==> src/hw/crbc_pkg.sv <==
// constants for the card reader bus control block
package crbc_pkg;
	localparam int CLK_MHZ = 50;
	localparam int POWER_UP_S = 4;
	localparam int PICK_PULSE_US = 25;
	localparam int PICK_PULSE_CYC = PICK_PULSE_US * CLK_MHZ;
	localparam int POWER_UP_CYC = POWER_UP_S * 1000000 * CLK_MHZ;
	localparam int OFFSET_PULSE_CYC = 1;
	localparam logic [6:0] DEV_CODE = 7'h68;
	// io bus bit numbers, bit 0 is the msb of the 36-bit word
	localparam int BIT_RESET = 23;
	localparam int BIT_OFFSET = 24;
	localparam int BIT_CARD_IN = 24;
	localparam int BIT_READING = 26;
	localparam int BIT_PICK = 26;
	localparam int BIT_FAULT_EN = 27;
	localparam int BIT_CLR_OVR = 28;
	localparam int BIT_READY_EN = 29;
	localparam int BIT_CLR_EOF = 30;
	localparam int BIT_CLR_EOC = 31;
	localparam int BIT_CLR_VALID = 32;
	localparam int BIT_CHAN_HI = 33;
	localparam int BIT_CHAN_LO = 35;
	localparam logic [2:0] CHAN_RESET = 3'h0;
	localparam logic [11:0] COLUMN_RESET = 12'h000;
	// apb register byte addresses
	localparam logic [11:0] ADDR_CTRL = 12'h000;
	localparam logic [11:0] ADDR_STATUS = 12'h004;
	localparam int CTRL_SW_CLEAR = 0;
endpackage

==> src/hw/crbc_sync.sv <==
// two flip-flop synchroniser for a group of async inputs
`timescale 1ns/10ps
module crbc_sync #(
	parameter int WIDTH = 1
) (
	input wire logic clk,
	input wire logic rst_n,
	input wire logic [WIDTH-1:0] d,
	output logic [WIDTH-1:0] q
);
	logic [WIDTH-1:0] meta_q;
	always_ff @(posedge clk or negedge rst_n) begin
		if (!rst_n) begin
			meta_q <= '0;
			q <= '0;
		end else begin
			meta_q <= d;
			q <= meta_q;
		end
	end
endmodule

==> src/hw/crbc_top.sv <==
// card reader bus control: io bus strobes, pick, interrupt and status
// Contract
// - power-up hold clears channel register throughout
// - general clear resets buffer and flags
// - general clear also clears interrupt channel
// - select matches device code octal 150
// - clear strobe with bit 26 sets pick
// - bits 27, 29 load interrupt enables
// - bits 28, 30 clear overrun, file end
// - bits 31, 32 clear card done, valid
// - selected clear strobe zeroes channel register
// - set strobe bit 23 clears control logic
// - set strobe bit 24 sends offset
// - set strobe loads channel from bits 33-35
// - ready to pick: ready and no pick pulse
// - enabled ready term feeds interrupt request
// - request drives decoded channel line only
// - status gated by select, power, control-in
// - status: ready bit 29, channel 33-35
// - pick and ready fire 25us pulse, clears pick
// - at most one interrupt line asserted
//
// The register addresses and the APB register port are this design's own decisions.
`timescale 1ns/10ps
module crbc_top #(
	parameter int POWER_UP_CYCLES = crbc_pkg::POWER_UP_CYC,
	parameter int PICK_CYCLES = crbc_pkg::PICK_PULSE_CYC
) (
	input wire logic pclk,
	input wire logic presetn,
	input wire logic psel,
	input wire logic penable,
	input wire logic pwrite,
	input wire logic [11:0] paddr,
	input wire logic [31:0] pwdata,
	output logic [31:0] prdata,
	output logic pready,
	output logic pslverr,
	input wire logic power_up_hold,
	input wire logic [6:0] device_select_lines,
	input wire logic cmd_clear_in,
	input wire logic cmd_set_in,
	input wire logic control_in,
	input wire logic io_reset,
	input wire logic [0:35] iob_in,
	output logic [0:35] iob_out,
	output logic iob_out_en,
	output logic [1:7] irq_lines,
	input wire logic reader_ready_line,
	input wire logic fault_line,
	input wire logic card_in_line,
	output logic feed_command_line,
	output logic offset_line,
	output logic [11:0] column_buffer,
	output logic card_reading_flag,
	output logic overrun_flag,
	output logic file_end_flag,
	output logic card_done_flag,
	output logic column_valid_flag
);
	// the pick counter is sixteen bits wide
	if (PICK_CYCLES < 1 || PICK_CYCLES > 65536 || POWER_UP_CYCLES < 1) begin : g_bad_cfg
		$error("crbc_top: cycle counts out of range");
	end

	typedef enum logic [1:0] {CRBC_IDLE, CRBC_PICK, CRBC_WAIT} crbc_pick_t;

	// all outside inputs except the apb port pass two flops first
	localparam int SW = 7 + 1 + 1 + 1 + 1 + 1 + 36 + 1 + 1 + 1;
	logic [SW-1:0] raw_in, sync_in;
	assign raw_in = {device_select_lines, power_up_hold, cmd_clear_in, cmd_set_in, control_in, io_reset,
		iob_in, reader_ready_line, fault_line, card_in_line};
	crbc_sync #(.WIDTH(SW)) u_sync (
		.clk(pclk),
		.rst_n(presetn),
		.d(raw_in),
		.q(sync_in)
	);

	logic [6:0] sel_s;
	logic pwr_s, clr_s, set_s, control_in_s, iorst_s, rdy_s, flt_s, cir_s;
	logic [0:35] iob_s;
	assign {sel_s, pwr_s, clr_s, set_s, control_in_s, iorst_s, iob_s, rdy_s, flt_s, cir_s} = sync_in;

	logic clr_d1_q, set_d1_q;
	always_ff @(posedge pclk or negedge presetn) begin
		if (!presetn) begin
			clr_d1_q <= 1'b0;
			set_d1_q <= 1'b0;
		end else begin
			clr_d1_q <= clr_s;
			set_d1_q <= set_s;
		end
	end

	logic device_selected, cmd_clear_strobe, cmd_clear_strobe_b, cmd_set_strobe, status_read_gate;
	logic sw_clear_q, general_clear;
	assign device_selected = (sel_s == crbc_pkg::DEV_CODE);
	assign cmd_clear_strobe_b = device_selected && clr_s && !clr_d1_q;
	assign cmd_set_strobe = device_selected && set_s && !set_d1_q;
	assign status_read_gate = device_selected && pwr_s && control_in_s;
	// one-shot for the power-up hold, held active while the hold line stays up
	logic [31:0] pwr_cnt_q;
	logic pwr_oneshot;
	always_ff @(posedge pclk or negedge presetn) begin
		if (!presetn) begin
			pwr_cnt_q <= '0;
		end else if (pwr_s) begin
			pwr_cnt_q <= 32'(POWER_UP_CYCLES);
		end else if (pwr_cnt_q != '0) begin
			pwr_cnt_q <= pwr_cnt_q - 32'd1;
		end
	end
	assign pwr_oneshot = pwr_s || (pwr_cnt_q != '0);

	logic set_reset_req;
	assign set_reset_req = cmd_set_strobe && iob_s[crbc_pkg::BIT_RESET];
	assign general_clear = pwr_oneshot || iorst_s || set_reset_req || sw_clear_q;
	assign cmd_clear_strobe = cmd_clear_strobe_b || general_clear;

	// interrupt channel register
	logic [2:0] chan_q;
	always_ff @(posedge pclk or negedge presetn) begin
		if (!presetn) begin
			chan_q <= crbc_pkg::CHAN_RESET;
		end else if (cmd_clear_strobe || pwr_oneshot) begin
			chan_q <= crbc_pkg::CHAN_RESET;
		end else if (cmd_set_strobe) begin
			chan_q <= iob_s[crbc_pkg::BIT_CHAN_HI:crbc_pkg::BIT_CHAN_LO];
		end
	end

	// control flip-flops loaded by the clear strobe
	logic pick_request_flag, fault_irq_enable, ready_irq_enable;
	logic pick_done;
	always_ff @(posedge pclk or negedge presetn) begin
		if (!presetn) begin
			fault_irq_enable <= 1'b0;
			ready_irq_enable <= 1'b0;
		end else if (general_clear) begin
			fault_irq_enable <= 1'b0;
			ready_irq_enable <= 1'b0;
		end else if (cmd_clear_strobe_b) begin
			fault_irq_enable <= iob_s[crbc_pkg::BIT_FAULT_EN];
			ready_irq_enable <= iob_s[crbc_pkg::BIT_READY_EN];
		end
	end

	// a strobe arriving with the pulse end keeps the pick set
	always_ff @(posedge pclk or negedge presetn) begin
		if (!presetn) begin
			pick_request_flag <= 1'b0;
		end else if (general_clear) begin
			pick_request_flag <= 1'b0;
		end else if (cmd_clear_strobe_b && iob_s[crbc_pkg::BIT_PICK]) begin
			pick_request_flag <= 1'b1;
		end else if (pick_done) begin
			pick_request_flag <= 1'b0;
		end
	end

	// pick pulse sequencer
	crbc_pick_t pick_state_q;
	logic [15:0] pick_cnt_q;
	logic pick_pulse;
	always_ff @(posedge pclk or negedge presetn) begin
		if (!presetn) begin
			pick_state_q <= CRBC_IDLE;
			pick_cnt_q <= '0;
		end else if (general_clear) begin
			pick_state_q <= CRBC_IDLE;
			pick_cnt_q <= '0;
		end else begin
			case (pick_state_q)
				CRBC_IDLE: begin
					if (pick_request_flag && rdy_s) begin
						pick_state_q <= CRBC_PICK;
						pick_cnt_q <= 16'(PICK_CYCLES - 1);
					end
				end
				CRBC_PICK: begin
					if (pick_cnt_q == '0) begin
						pick_state_q <= CRBC_WAIT;
					end else begin
						pick_cnt_q <= pick_cnt_q - 16'd1;
					end
				end
				default: begin
					// one cycle so the cleared pick flag is seen before rearming
					pick_state_q <= CRBC_IDLE;
				end
			endcase
		end
	end
	assign pick_pulse = (pick_state_q == CRBC_PICK);
	assign pick_done = pick_pulse && (pick_cnt_q == '0);

	always_ff @(posedge pclk or negedge presetn) begin
		if (!presetn) begin
			feed_command_line <= 1'b0;
			offset_line <= 1'b0;
		end else begin
			feed_command_line <= pick_pulse && !general_clear;
			offset_line <= cmd_set_strobe && iob_s[crbc_pkg::BIT_OFFSET] && !set_reset_req;
		end
	end

	// status flags; column path and card events belong to neighbouring logic
	logic cir_d1_q;
	always_ff @(posedge pclk or negedge presetn) begin
		if (!presetn) begin
			cir_d1_q <= 1'b0;
		end else begin
			cir_d1_q <= cir_s;
		end
	end

	always_ff @(posedge pclk or negedge presetn) begin
		if (!presetn) begin
			column_buffer <= crbc_pkg::COLUMN_RESET;
			card_reading_flag <= 1'b0;
			column_valid_flag <= 1'b0;
			overrun_flag <= 1'b0;
			file_end_flag <= 1'b0;
		end else if (general_clear) begin
			column_buffer <= crbc_pkg::COLUMN_RESET;
			card_reading_flag <= 1'b0;
			column_valid_flag <= 1'b0;
			overrun_flag <= 1'b0;
			file_end_flag <= 1'b0;
		end else begin
			if (pick_pulse) begin
				card_reading_flag <= 1'b1;
			end else if (cir_d1_q && !cir_s) begin
				card_reading_flag <= 1'b0;
			end
			if (cmd_clear_strobe_b && iob_s[crbc_pkg::BIT_CLR_VALID]) begin
				column_valid_flag <= 1'b0;
			end
			if (cmd_clear_strobe_b && iob_s[crbc_pkg::BIT_CLR_OVR]) begin
				overrun_flag <= 1'b0;
			end
			if (cmd_clear_strobe_b && iob_s[crbc_pkg::BIT_CLR_EOF]) begin
				file_end_flag <= 1'b0;
			end
		end
	end

	// card done: set when the card leaves, set wins over clear
	always_ff @(posedge pclk or negedge presetn) begin
		if (!presetn) begin
			card_done_flag <= 1'b0;
		end else if (general_clear) begin
			card_done_flag <= 1'b0;
		end else if (cir_d1_q && !cir_s && card_reading_flag) begin
			card_done_flag <= 1'b1;
		end else if (cmd_clear_strobe_b && iob_s[crbc_pkg::BIT_CLR_EOC]) begin
			card_done_flag <= 1'b0;
		end
	end

	// interrupt request and channel decode
	logic reader_ready_sync, ready_to_pick, ready_irq_term, irq_request;
	assign reader_ready_sync = rdy_s;
	assign ready_to_pick = reader_ready_sync && !pick_pulse;
	assign ready_irq_term = ready_to_pick && ready_irq_enable;
	assign irq_request = ready_irq_term || (flt_s && fault_irq_enable) || column_valid_flag
		|| card_done_flag;

	always_ff @(posedge pclk or negedge presetn) begin
		if (!presetn) begin
			irq_lines <= '0;
		end else begin
			irq_lines <= '0;
			if (irq_request && chan_q != 3'h0) begin
				irq_lines[chan_q] <= 1'b1;
			end
		end
	end

	// status word toward the processor
	always_ff @(posedge pclk or negedge presetn) begin
		if (!presetn) begin
			iob_out <= '0;
			iob_out_en <= 1'b1;
		end else begin
			iob_out <= '0;
			iob_out_en <= !status_read_gate;
			if (status_read_gate) begin
				iob_out[crbc_pkg::BIT_CARD_IN] <= cir_s;
				iob_out[crbc_pkg::BIT_READING] <= card_reading_flag;
				iob_out[crbc_pkg::BIT_READY_EN] <= ready_to_pick;
				iob_out[crbc_pkg::BIT_CLR_VALID] <= column_valid_flag;
				iob_out[crbc_pkg::BIT_CHAN_HI:crbc_pkg::BIT_CHAN_LO] <= chan_q;
			end
		end
	end

	// apb slave, zero wait states
	logic wr_en;
	assign pready = 1'b1;
	assign wr_en = psel && penable && pwrite;
	// software clear lasts one cycle, same path as the io bus reset
	always_ff @(posedge pclk or negedge presetn) begin
		if (!presetn) begin
			sw_clear_q <= 1'b0;
		end else begin
			sw_clear_q <= wr_en && paddr == crbc_pkg::ADDR_CTRL && pwdata[crbc_pkg::CTRL_SW_CLEAR];
		end
	end
	always_comb begin
		pslverr = 1'b0;
		if (psel && penable && paddr != crbc_pkg::ADDR_CTRL && paddr != crbc_pkg::ADDR_STATUS) begin
			pslverr = 1'b1;
		end
	end
	always_ff @(posedge pclk or negedge presetn) begin
		if (!presetn) begin
			prdata <= '0;
		end else if (psel && !penable && !pwrite) begin
			if (paddr == crbc_pkg::ADDR_STATUS) begin
				// only the low six columns fit beside the flags
				prdata <= {
					11'h000,
					chan_q,
					pick_pulse,
					pick_request_flag,
					fault_irq_enable,
					ready_irq_enable,
					irq_request,
					ready_to_pick,
					card_reading_flag,
					overrun_flag,
					file_end_flag,
					card_done_flag,
					column_valid_flag,
					column_buffer[5:0],
					1'b0
				} & 32'h001F_FFFE;
			end else begin
				prdata <= '0;
			end
		end
	end
endmodule

==> config.mk <==
export PLATFORM = sky130hd
export DESIGN_NAME = crbc_top
export DESIGN_NICKNAME = d
export VERILOG_FILES = /design/src/hw/crbc_pkg.sv /design/src/hw/crbc_sync.sv /design/src/hw/crbc_top.sv
export SDC_FILE = /design/constraint.sdc
export NUM_CORES = 1
export LEC_CHECK = 0
export BUFFER_PORTS_ARGS = -buffer_cell sky130_fd_sc_hd__buf_4
export CORE_ASPECT_RATIO = 0.9
export CORE_MARGIN = 2
export CORE_UTILIZATION = 51
export CTS_BUF_LIST = sky130_fd_sc_hd__clkbuf_8
export CTS_CLUSTER_DIAMETER = 60
export CTS_CLUSTER_SIZE = 16
export DETAILED_ROUTE_END_ITERATION = 7
export PLACE_DENSITY_LB_ADDON = 0.2
export SETUP_SLACK_MARGIN = 0.3
export SLEW_MARGIN = 10
export SYNTH_ARGS = -nofsm -noshare
export SYNTH_HDL_FRONTEND = slang
export SYNTH_SLANG_ARGS = --single-unit
==> constraint.sdc <==
create_clock -name pclk -period 3.7 [get_ports pclk]
set_input_delay 0.74 -clock pclk [delete_from_list [all_inputs] [get_ports pclk]]
set_output_delay 0.74 -clock pclk [all_outputs]
set_load 0.05 [all_outputs]
Yosys cells after proc, flatten, opt, wreduce, memory -nomap -nowiden

Cells that the tools add are included.

Register bits: 216
Bits in writable memories: 0
Bits of input ports: 100
Memories: 0
Logic and storage cells: 144
Bits in latches: 0
Bits in read-only memories: 0
Output and inout bits: 97

$mul: 0
Bitwise gates (word level): 1
Shift operators: 0
Eq/ne operators: 7
Div/mod/pow operators: 0
Magnitude comparators: 2
Add/sub/neg operators: 2
Muxes and demuxes: 40
Reduce and logical (&&, ||, !) cells: 68

Operator list:

| kind                                                                     | number |
|---|---|
| 32-bit two-way mux                                                       | 2 |
| 16-bit two-way mux                                                       | 3 |
| 1-bit logical AND                                                        | 32 |
| 16-bit case mux with 2 select lines                                      | 1 |
| 32-bit nonzero test                                                      | 1 |
| 32-bit by 1-bit subtractor with 32-bit output, second input constant     | 1 |
| 1-bit two-way mux                                                        | 24 |
| 21-bit two-way mux                                                       | 1 |
| 16-bit logical NOT                                                       | 1 |
| 16-bit by 1-bit subtractor with 16-bit output, second input constant     | 1 |
| 3-bit nonzero test                                                       | 5 |
| 12-bit by 3-bit equality test with 1-bit output, second input constant   | 1 |
| 12-bit logical NOT                                                       | 1 |
| 12-bit by 3-bit inequality test with 1-bit output, second input constant | 1 |
| 12-bit nonzero test                                                      | 1 |
| 2-bit nonzero test                                                       | 6 |
| 1-bit logical NOT                                                        | 9 |
| 1-bit logical OR                                                         | 9 |
| 7-bit equality test, second input constant                               | 1 |
| 7-bit two-way mux                                                        | 1 |
| 2-bit two-way mux                                                        | 3 |
| 3-bit two-way mux                                                        | 2 |
| 3-bit inequality test, second input constant                             | 2 |
| 4-bit greater-or-equal comparator, second input constant                 | 1 |
| 10 further kinds                                                         | 10 |

Depth between registers and ports, before layout

Gate-level depths: netlist of the first run.

Depth after elaboration: 9
Mapped depth: 9
Depth with buffers taken out: 7

Hierarchy

From an unflattened synthesis of the first run, not the netlist that was laid out.

Cells, all modules: 593
Area, all modules: 7398.3 um2

Modules (own cells, without submodules):

| module    | area each (um2) | instances | cells an instance | seq. area each (um2) |
|---|---|---|---|---|
| crbc_top  | 4845.9          | 1         | 491               | 2228.4 |
| crbc_sync | 2552.4          | 1         | 102               | 2552.4 |

Worst setup path after synthesis of the first run

No wires, ideal clock.

Kind: flip-flop to flip-flop
Start: register pwr_cnt_q[24]
End: register pwr_cnt_q[25]
Arrival time: 2536 ps
Path slack: 1032 ps
Clock period less this slack: 2668 ps
Data required time: 3569 ps
Setup time: 131 ps
Stages on the path, launching flop included: 8
Path buffers: 2
Cell sequence: dfrtp_1 > or4_4 > or4_1 > buf_2 > nor4_4 > buf_4 > nor4_1 > or3_1

Longest elaborated chain between the ends: 3
Elaborated cells between the ends (all ways): 5
Those cells by class: add/sub (1); mux (2); reduce/logical (2)

Ends and longest elaborated chain:

| element                                       | line            | text |
|---|---|---|
| start: declaration                            | crbc_top.sv:103 | `logic [31:0] pwr_cnt_q;` |
| start signal: assignment                      | crbc_top.sv:109 | `pwr_cnt_q <= 32'(POWER_UP_CYCLES);` |
| start signal: assignment                      | crbc_top.sv:111 | `pwr_cnt_q <= pwr_cnt_q - 32'd1;` |
| 32-bit by 1-bit subtractor with 32-bit output | crbc_top.sv:111 |  |
| 32-bit two-way mux                            | crbc_top.sv:110 | `end else if (pwr_cnt_q != '0) begin` |
| 32-bit two-way mux                            | crbc_top.sv:108 | `end else if (pwr_s) begin` |

Parallel ways exist; a longest one is shown, timed or not. The select of a mux whose other input is x is not followed.
A chain may end at the register's enable or synchronous reset.

Final worst setup path of the first run

Start: register pwr_cnt_q[24]
End: register pick_cnt_q[2]

Longest elaborated chain between the ends: 7
Elaborated cells between the ends (all ways): 10
Those cells by class: eq/ne (2); mux (1); reduce/logical (7)

Ends and longest elaborated chain:

| element                                                                      | line            | text |
|---|---|---|
| 32-bit nonzero test (*)                                                      | crbc_top.sv:114 | `assign pwr_oneshot = pwr_s \|\| (pwr_cnt_q != '0);` |
| 1-bit logical OR (*)                                                         | crbc_top.sv:114 |  |
| 1-bit logical OR (*) (3 in a row)                                            | crbc_top.sv:118 | `assign general_clear = pwr_oneshot \|\| iorst_s \|\| set_reset_req \|\| sw_clear_q;` |
| 3-bit inequality test (no source line) or 3-bit nonzero test (tied branches) | --              |  |
| 3-bit AND reduction (no source line)                                         | --              |  |
| end signal: assignment                                                       | crbc_top.sv:178 | `pick_cnt_q <= 16'(PICK_CYCLES - 1);` |
| end signal: assignment                                                       | crbc_top.sv:185 | `pick_cnt_q <= pick_cnt_q - 16'd1;` |
| end: declaration                                                             | crbc_top.sv:164 | `logic [15:0] pick_cnt_q;` |

Every way passes the cells marked *; elsewhere a longest branch is shown, timed or not.

==> results.md, run 1 <==
- I/O pin cnt: approximately 200
- Clock-pin slew reported for the worst setup and hold paths after clock tree synthesis: roughly 0.09 ns
- Maximum cell stage delay along the critical path: between 0.6 and 0.7 ns
- 1st-iter DRT viols: around 260
- Vias per Instance: roughly 5.3
- Number of enable flip-flop cells after synthesis: 0
- Vertical die dimension: around 110 µm
- Internal: about 2.5 mW
- Hold Violations, Final: 0
- Final setup skew: approximately 0.012 ns
- CTS buffer count: 17
- Achievable Freq: 333 MHz
- Number of instances in the synthesized netlist: between 500 and 600
- Wire length of the first global-routing pass: about 19000 µm
- Met1 track demand over resource: roughly a quarter
- Layout Utilization: about three fifths
- Synth warn: 0
- Global-route met3 utilization: between 6 and 7%
- Cells traversed along the worst timing path: or4_4 > or4_1 > nor4_4 > o2111ai_4 > a311oi_1
- Setup Viol. Count Final: 0
- Setup Total Neg Slack: 0 ns
- Total GRT Usage: approximately a fifth
- Level count of the clock H-tree: 4
- Min Tclk post-route: between 3 and 4 ns
- CTS Hold Bufs: 0
- Number of global-route vias before repair: between 3000 and 4000
- Maximum net fanout on the critical path: 27
- Antenna Violating Nets Remaining: 0
- Effective utilization at floorplan: between 50 and 60%
- Die Width: around 120 µm
- Share of synthesized cell area in and, or, nand and nor gates: slightly below 20%
- Netlist area before placement: 6140 µm²
- Switching Power: roughly 0.9 mW
- Normalized max-slew margin: a little under two fifths
- Largest cells by area after synthesis: dfrtp_1, buf_4, nor4_1
- Register cell area after layout: 3430 µm²
- Pre-CTS setup slack: around 0.69 ns
- Tightest Pin Transition: just over 0.9 ns
- Multiplexer area fraction after synthesis: under 10%
- Synthesized-area fraction occupied by adder cells: 0.815%
- CTS root buffer: clkbuf_8
- WS Path Type: flip-flop to flip-flop
- Register bit count reported by yosys: about 140
- Clock tree from TritonCTS: built
- Setup repair after global routing missed its margin: false
- Pwr Density: between 400 and 500 nW/µm²
- Final estimated routing congestion in global placement: around 0.85
- Largest area contributor in the netlist: dfrtp_1
- Part of the cycle the worst path needs: 81.1%
- Number of instances in the placed design: ~760
- Final critical-path setup slack: 0.697 ns
- Top library cells by usage in the layout, fill and taps aside: dfrtp_1, buf_4, conb_1
- Run status: completed
- Most congested layer reported by global routing: met2
- Initial antenna violation count: 0
- Global Route met2 Usage: 28.8%
- Syn-to-layout area delta: 14.9%
- Switching share of power: 26.3%
- Data arrival time of the critical path: roughly 3.3 ns
- Post-synthesis share of cell area spent on xor and xnor gates: 0.570%
- Count of input and output buffers: a little over 70
- Cts repair resizes: 0
- Count of pins over their slew limit: 0
- Reg2Reg Launch Point: pwr_cnt_q[24]
- Fill count: between 900 and 1000
- Element type at the critical path end: flip-flop
- Peak supply drop: roughly 0.32 mV
- Share of total power in the clock network: 42.9%
- Overall overflow remaining after global route: 0
- WL final: 11600 µm
- Final instance count without filler cells: 793
- Worst hold slack: 0.318 ns
- Mapped Avg Cell Area: 11.2 µm²
- Clock insertion delay at the later pin of the skew report: around 0.44 ns
- R2R cell count: 5
- Number of standard-cell rows in the floorplan: 38
- Area of combinational cells with multiple inputs: between 2000 and 2500 µm²
- Clock sink total: approximately 140
- Core Area: 11900 µm²
- Final antenna diode count: 0
- Pin count of the biggest net entering global routing: 60
- Share of post-route cells with drive strength above 1: approximately 22%
- Seq/Total Area, Yosys: a little under three fifths
- Detail Placement HPWL: about 7800 µm
- Number of vias after detailed routing: 4209
- Compound-Gate Fraction of Synth Area: between 10% and 20%
- Worst reg-to-reg setup slack: ~0.70 ns
- Share of Yosys cell area claimed by the top area cell type: between 50% and 60%
- Startpoint Class: flip-flop
- Leak pwr: slightly above 3 nW
- Iteration count of the initial detailed-routing pass: 5
- Dominant register cell in the synthesized netlist: dfrtp_1
- Synth async-reset ratio: 100%
- Combinational family with the most area after synthesis: simple AND/OR/NAND/NOR gates
- Part of the power in registers: 46.7%
- Die footprint: approximately 13000 µm²
- Worst flop-to-flop path endpoint: pick_cnt_q[2]
- Count of buffers added by post-CTS timing repair for setup: 0
- Maximum Capacitance Violations: 0
- Path class of the lowest-slack min-delay path: input pin to async pin
- Bufs on Longest Clock Path: 2
- Data required time at the worst endpoint: roughly 4 ns
- Cell type of the slowest stage on the worst timing path: or4_1
- DR DRC count: 0
- Wire length per cell: 14.6 µm
- Net count reported at finish: a little over 700
- Unique masters post-synth: 60
- Most common cell after layout, fill and taps aside: dfrtp_1
- Combinational group share of total power: between 10% and 20%
-- sequential cells by signal (all words and copies together), names as in the netlist, 3 cells and up --
signal,count
prdata,11
u_sync.q,24
chan_q,3
pwr_cnt_q,32
u_sync.meta_q,24
pick_cnt_q,16
irq_lines,7
iob_out,6
-- final cells by class --
| class | count | share of cell area, % |
|---|---|---|
| flip-flops and latches | 137 | 48.6 |
| multi-input cells | 376 | 32.8 |
| repair buffers | 78 | 8.48 |
| clock buffers | 19 | 3.71 |
| clock inverters | 13 | 3.02 |
| well taps | 160 | 2.84 |
| inverters | 10 | 0.532 |
-- metal layers --
| metal | up-vias | part of all wire [%] |
|---|---|---|
| li1 | 1989 | - |
| met1 | 2066 | 46 |
| met2 | 141 | 47 |
| met3 | 13 | 5.7 |
| met4 | 0 | 0.94 |
| met5 | - | 0 |
-- kinds of logic (layout without fill, tap and decap cells) --
logic type | Yosys count | after routing
AOI/OAI and AO/OA | 88 | 88
xor gates and xnor gates | 4 | 4
adders and majority gates | 4 | 4
buffers and inverters | 99 | 120
DFF | 137 | 137
muxes | 12 | 12
other | 2 | 67
and+or+nand+nor | 201 | 201
-- synth_stat cells (2+ instances only) --
master / count
a311oi_1: 3
o31ai_1: 4
nand4b_1: 2
a22o_1: 10
nor3b_1: 8
mux2i_1: 8
o41ai_1: 2
and3_1: 3
a211oi_1: 3
nor2b_1: 9
buf_2: 5
buf_4: 68
nand3_1: 4
a31oi_1: 2
xnor2_1: 2
dfrtp_1: 136
or4_1: 14
or3b_2: 4
mux2_2: 4
o211ai_1: 3
conb_1: 2
nor2_1: 34
or4b_2: 2
o31a_1: 9
a21oi_1: 27
and2_1: 6
nor4b_1: 3
nand4_1: 4
ha_1: 4
a211oi_2: 2
nor3_2: 2
nor3_1: 16
buf_1: 3
clkbuf_1: 12
nand2b_1: 5
inv_1: 10
nand3b_1: 3
o21ai_0: 14
nor4_1: 28
nand2_1: 16
xor2_1: 2
or3_1: 27
or2_2: 5
-- how the worst max path moves through the flow --
stage	startpoint	endpoint	slack [ns]	cells after the start
global placement	pwr_cnt_q[24]	pick_cnt_q[2]	0.73	5
global route	pwr_cnt_q[24]	pick_cnt_q[13]	0.44	5
finish	pwr_cnt_q[24]	pick_cnt_q[2]	0.70	5
detailed placement	pwr_cnt_q[24]	pick_cnt_q[3]	0.69	5
CTS	pwr_cnt_q[24]	pick_cnt_q[2]	0.67	5
floorplan	pwr_cnt_q[24]	pwr_cnt_q[25]	1.03	7
-- power groups by stage --
stage / sequential [mW] / clock [mW] / combinational (mW)
finish: 1.57 / 1.44 / 0.349
global placement: 1.60 / 0 / 0.345
floorplan: 1.60 / 0 / 0.319
CTS: 1.57 / 1.48 / 0.351
global route: 1.58 / 1.54 / 0.380
detailed placement: 1.60 / 0 / 0.350
-- per-stage QoR --
| stage | cell area (µm²) | total power [mW] |
|---|---|---|
| floorplan | 6380 | 1.91 |
| global placement | 6580 | 1.95 |
| detailed placement | 6580 | 1.95 |
| CTS | 7050 | 3.40 |
| global route | 7050 | 3.51 |
| finish | 7050 | 3.37 |
-- critical path: cells and delay by family (launching register included) --
family | cells | cell delay, ns
flip-flops | 1 | 0.45
AO/OA/AOI/OAI | 2 | 0.88
AND/OR/NAND/NOR | 3 | 1.55
Note: power is estimated with default switching activity, not from simulation.
==> run 2: changes to the inputs <==
Clock period 3.7 ns to 3.1 ns, I/O delays scaled along.
==> run 2 against run 1 <==
Net effect: fmax is 11% higher; die area unchanged; wire length up 2.6%; total power grew 13%; register-to-register slack got worse by 0.31 ns; final cell count rose by 1.3%; critical path depth increased by 1; core utilization up 0.14 points; worst hold slack worse by 0.093 ns; clock skew increased by 0.0022 ns; highest routed layer unchanged; critical path type unchanged; cell area is 0.23% higher; setup slack worse by 0.31 ns.
==> results.md, run 2 (synthesis gave the netlist of run 1 again) <==
- Run status: completed
- Vias per Instance: approximately 5.3
- Level count of the clock H-tree: 4
- Largest registers: pwr_cnt_q (32), u_sync.meta_q (24), u_sync.q (24)
- Core Area: 11900 µm²
- WS Path Type: flip-flop to flip-flop
- Pin count of the biggest net entering global routing: 56
- Number of vias after detailed routing: about 4200
- Maximum Capacitance Violations: 0
- Number of global-route vias before repair: just under 4000
- Final setup skew: between 0.01 and 0.015 ns
- Data arrival time of the critical path: 3.02 ns
- Setup repair after global routing missed its margin: false
- Die footprint: about 13000 µm²
- Syn-to-layout area delta: 15.1%
- Pre-CTS setup slack: approximately 0.3 ns
- Detail Placement HPWL: 7840 µm
- Count of pins over their slew limit: 0
- Total power: 3.81 mW
- CTS root buffer: clkbuf_8
- Setup Viol. Count Final: 0
- Element type at the critical path end: flip-flop
- CTS buffer count: 17
- Part of the cycle the worst path needs: between 80% and 90%
- I/O pin cnt: 197
- Clock sink total: roughly 140
- Achievable Freq: between 300 and 400 MHz
- Final antenna diode count: 0
- Maximum net fanout on the critical path: 21
- Net count reported at finish: 734
- Pwr Density: between 500 and 600 nW/µm²
- Clock tree from TritonCTS: built
- DR DRC count: 0
- Final estimated routing congestion in global placement: 0.861
- Overall overflow remaining after global route: 0
- Iteration count of the initial detailed-routing pass: 4
- Tightest Pin Transition: 0.807 ns
- Share of post-route cells with drive strength above 1: ~23%
- Setup Total Neg Slack: 0 ns
- Effective utilization at floorplan: between 50% and 60%
- Die Width: 120 µm
- Clock-pin slew reported for the worst setup and hold paths after clock tree synthesis: ~0.080 ns
- Reg with most FFs: pwr_cnt_q
- Count of input and output buffers: 71
- CTS Hold Bufs: 0
- Flip-flop count of the largest register, all copies and words added: 32
- Number of standard-cell rows in the floorplan: 38
- Data required time at the worst endpoint: 3.40 ns
- Wire length per cell: between 10 and 15 µm
- 1st-iter DRT viols: roughly 240
- Bufs on Longest Clock Path: 2
- Startpoint Class: flip-flop
- Peak supply drop: around 0.46 mV
- Normalized max-slew margin: a little under half
- Most common cell after layout, fill and taps aside: dfrtp_1
- Total GRT Usage: a little under a fifth
- Leak pwr: 3.14 nW
- Path class of the lowest-slack min-delay path: input pin to async pin
- Hold Violations, Final: 0
- WL final: 11900 µm
- Min Tclk post-route: about 2.7 ns
- Vertical die dimension: about 110 µm
- Final critical-path setup slack: approximately 0.38 ns
- Wire length of the first global-routing pass: about 19000 µm
- Initial antenna violation count: 0
- Top library cells by usage in the layout, fill and taps aside: dfrtp_1, buf_4, conb_1
- Antenna Violating Nets Remaining: 0
- Clock insertion delay at the later pin of the skew report: around 0.43 ns
- Fill count: ~980
run 2: changes by cell type in the layout (fill, tap and decap cells not counted):
cell	previous run	this run
or4_4	1	2
or4_1	14	13
clkinv_4	0	1
clkbuf_8	19	17
buf_6	0	1
clkinv_2	0	1
inv_1	11	13
buf_4	77	86
bufinv_16	5	3
run 2: per-stage QoR:
step	hold slack [ns]	util (%)	area [µm²]	instances
2_1_floorplan	0.324	-	6380	612
3_3_place_gp	0.332	55.9	6640	769
3_5_place_dp	0.335	55.9	6640	769
4_1_cts	0.224	59.3	7050	801
5_1_grt	0.256	59.5	7070	803
6_report	0.225	59.5	7070	803
run 2: layer usage:
layer,up-vias,global-route usage [%],part of all wire [%]
met5,-,0,0
met4,0,6.55,1.2
met3,12,5.54,5.4
met2,142,29.2,48
met1,2084,26.3,46
li1,2007,-,-
run 2: worst paths after layout:
| check | from | cells after the start | end | slack [ns] |
|---|---|---|---|---|
| hold reg to reg | u_sync.meta_q[43] | 0 | u_sync.q[43] | 0.35 |
| max in group asynchronous | presetn | 2 | u_sync.meta_q[39] | 2.05 |
| hold / removal | presetn | 1 | u_sync.q[43] | 0.22 |
| setup reg to reg | pwr_cnt_q[24] | 6 | pwr_cnt_q[15] | 0.38 |
| setup / recovery | pwr_cnt_q[24] | 6 | pwr_cnt_q[15] | 0.38 |
| min in group pclk | iob_in[29] | 1 | u_sync.meta_q[9] | 0.29 |
run 2: report_power, final:
part	internal [mW]	switching [mW]	leakage, nW
clock	0.799	0.695	0.212
sequential	1.84	0.0367	1.72
combinational	0.119	0.318	1.21
run 2: worst max-delay path, stage by stage (launching register included):
cell	delay [ns]
dfrtp_1	0.46
or4_4	0.58
or4_4	0.52
nor4_2	0.31
buf_6	0.22
nor3_1	0.06
or3b_2	0.43
run 2: final cells by class:
type | instances | area [µm²] | share of cell area (%)
Clock buffer | 17 | 234 | 3.31
Timing Repair Buffer | 88 | 677 | 9.57
Clock inverter | 15 | 174 | 2.46
Inverter | 10 | 37.5 | 0.531
Sequential cell | 137 | 3430 | 48.5
Multi-Input combinational cell | 376 | 2320 | 32.8
Tap cell | 160 | 200 | 2.83
run 2: repair_timing:
item / 4_1_cts / 5_1_grt
buffers inserted: 0 / 2
pin swaps: 0 / 3
resized for setup: 1 / 1
setup endpoints to repair: 7 / 7
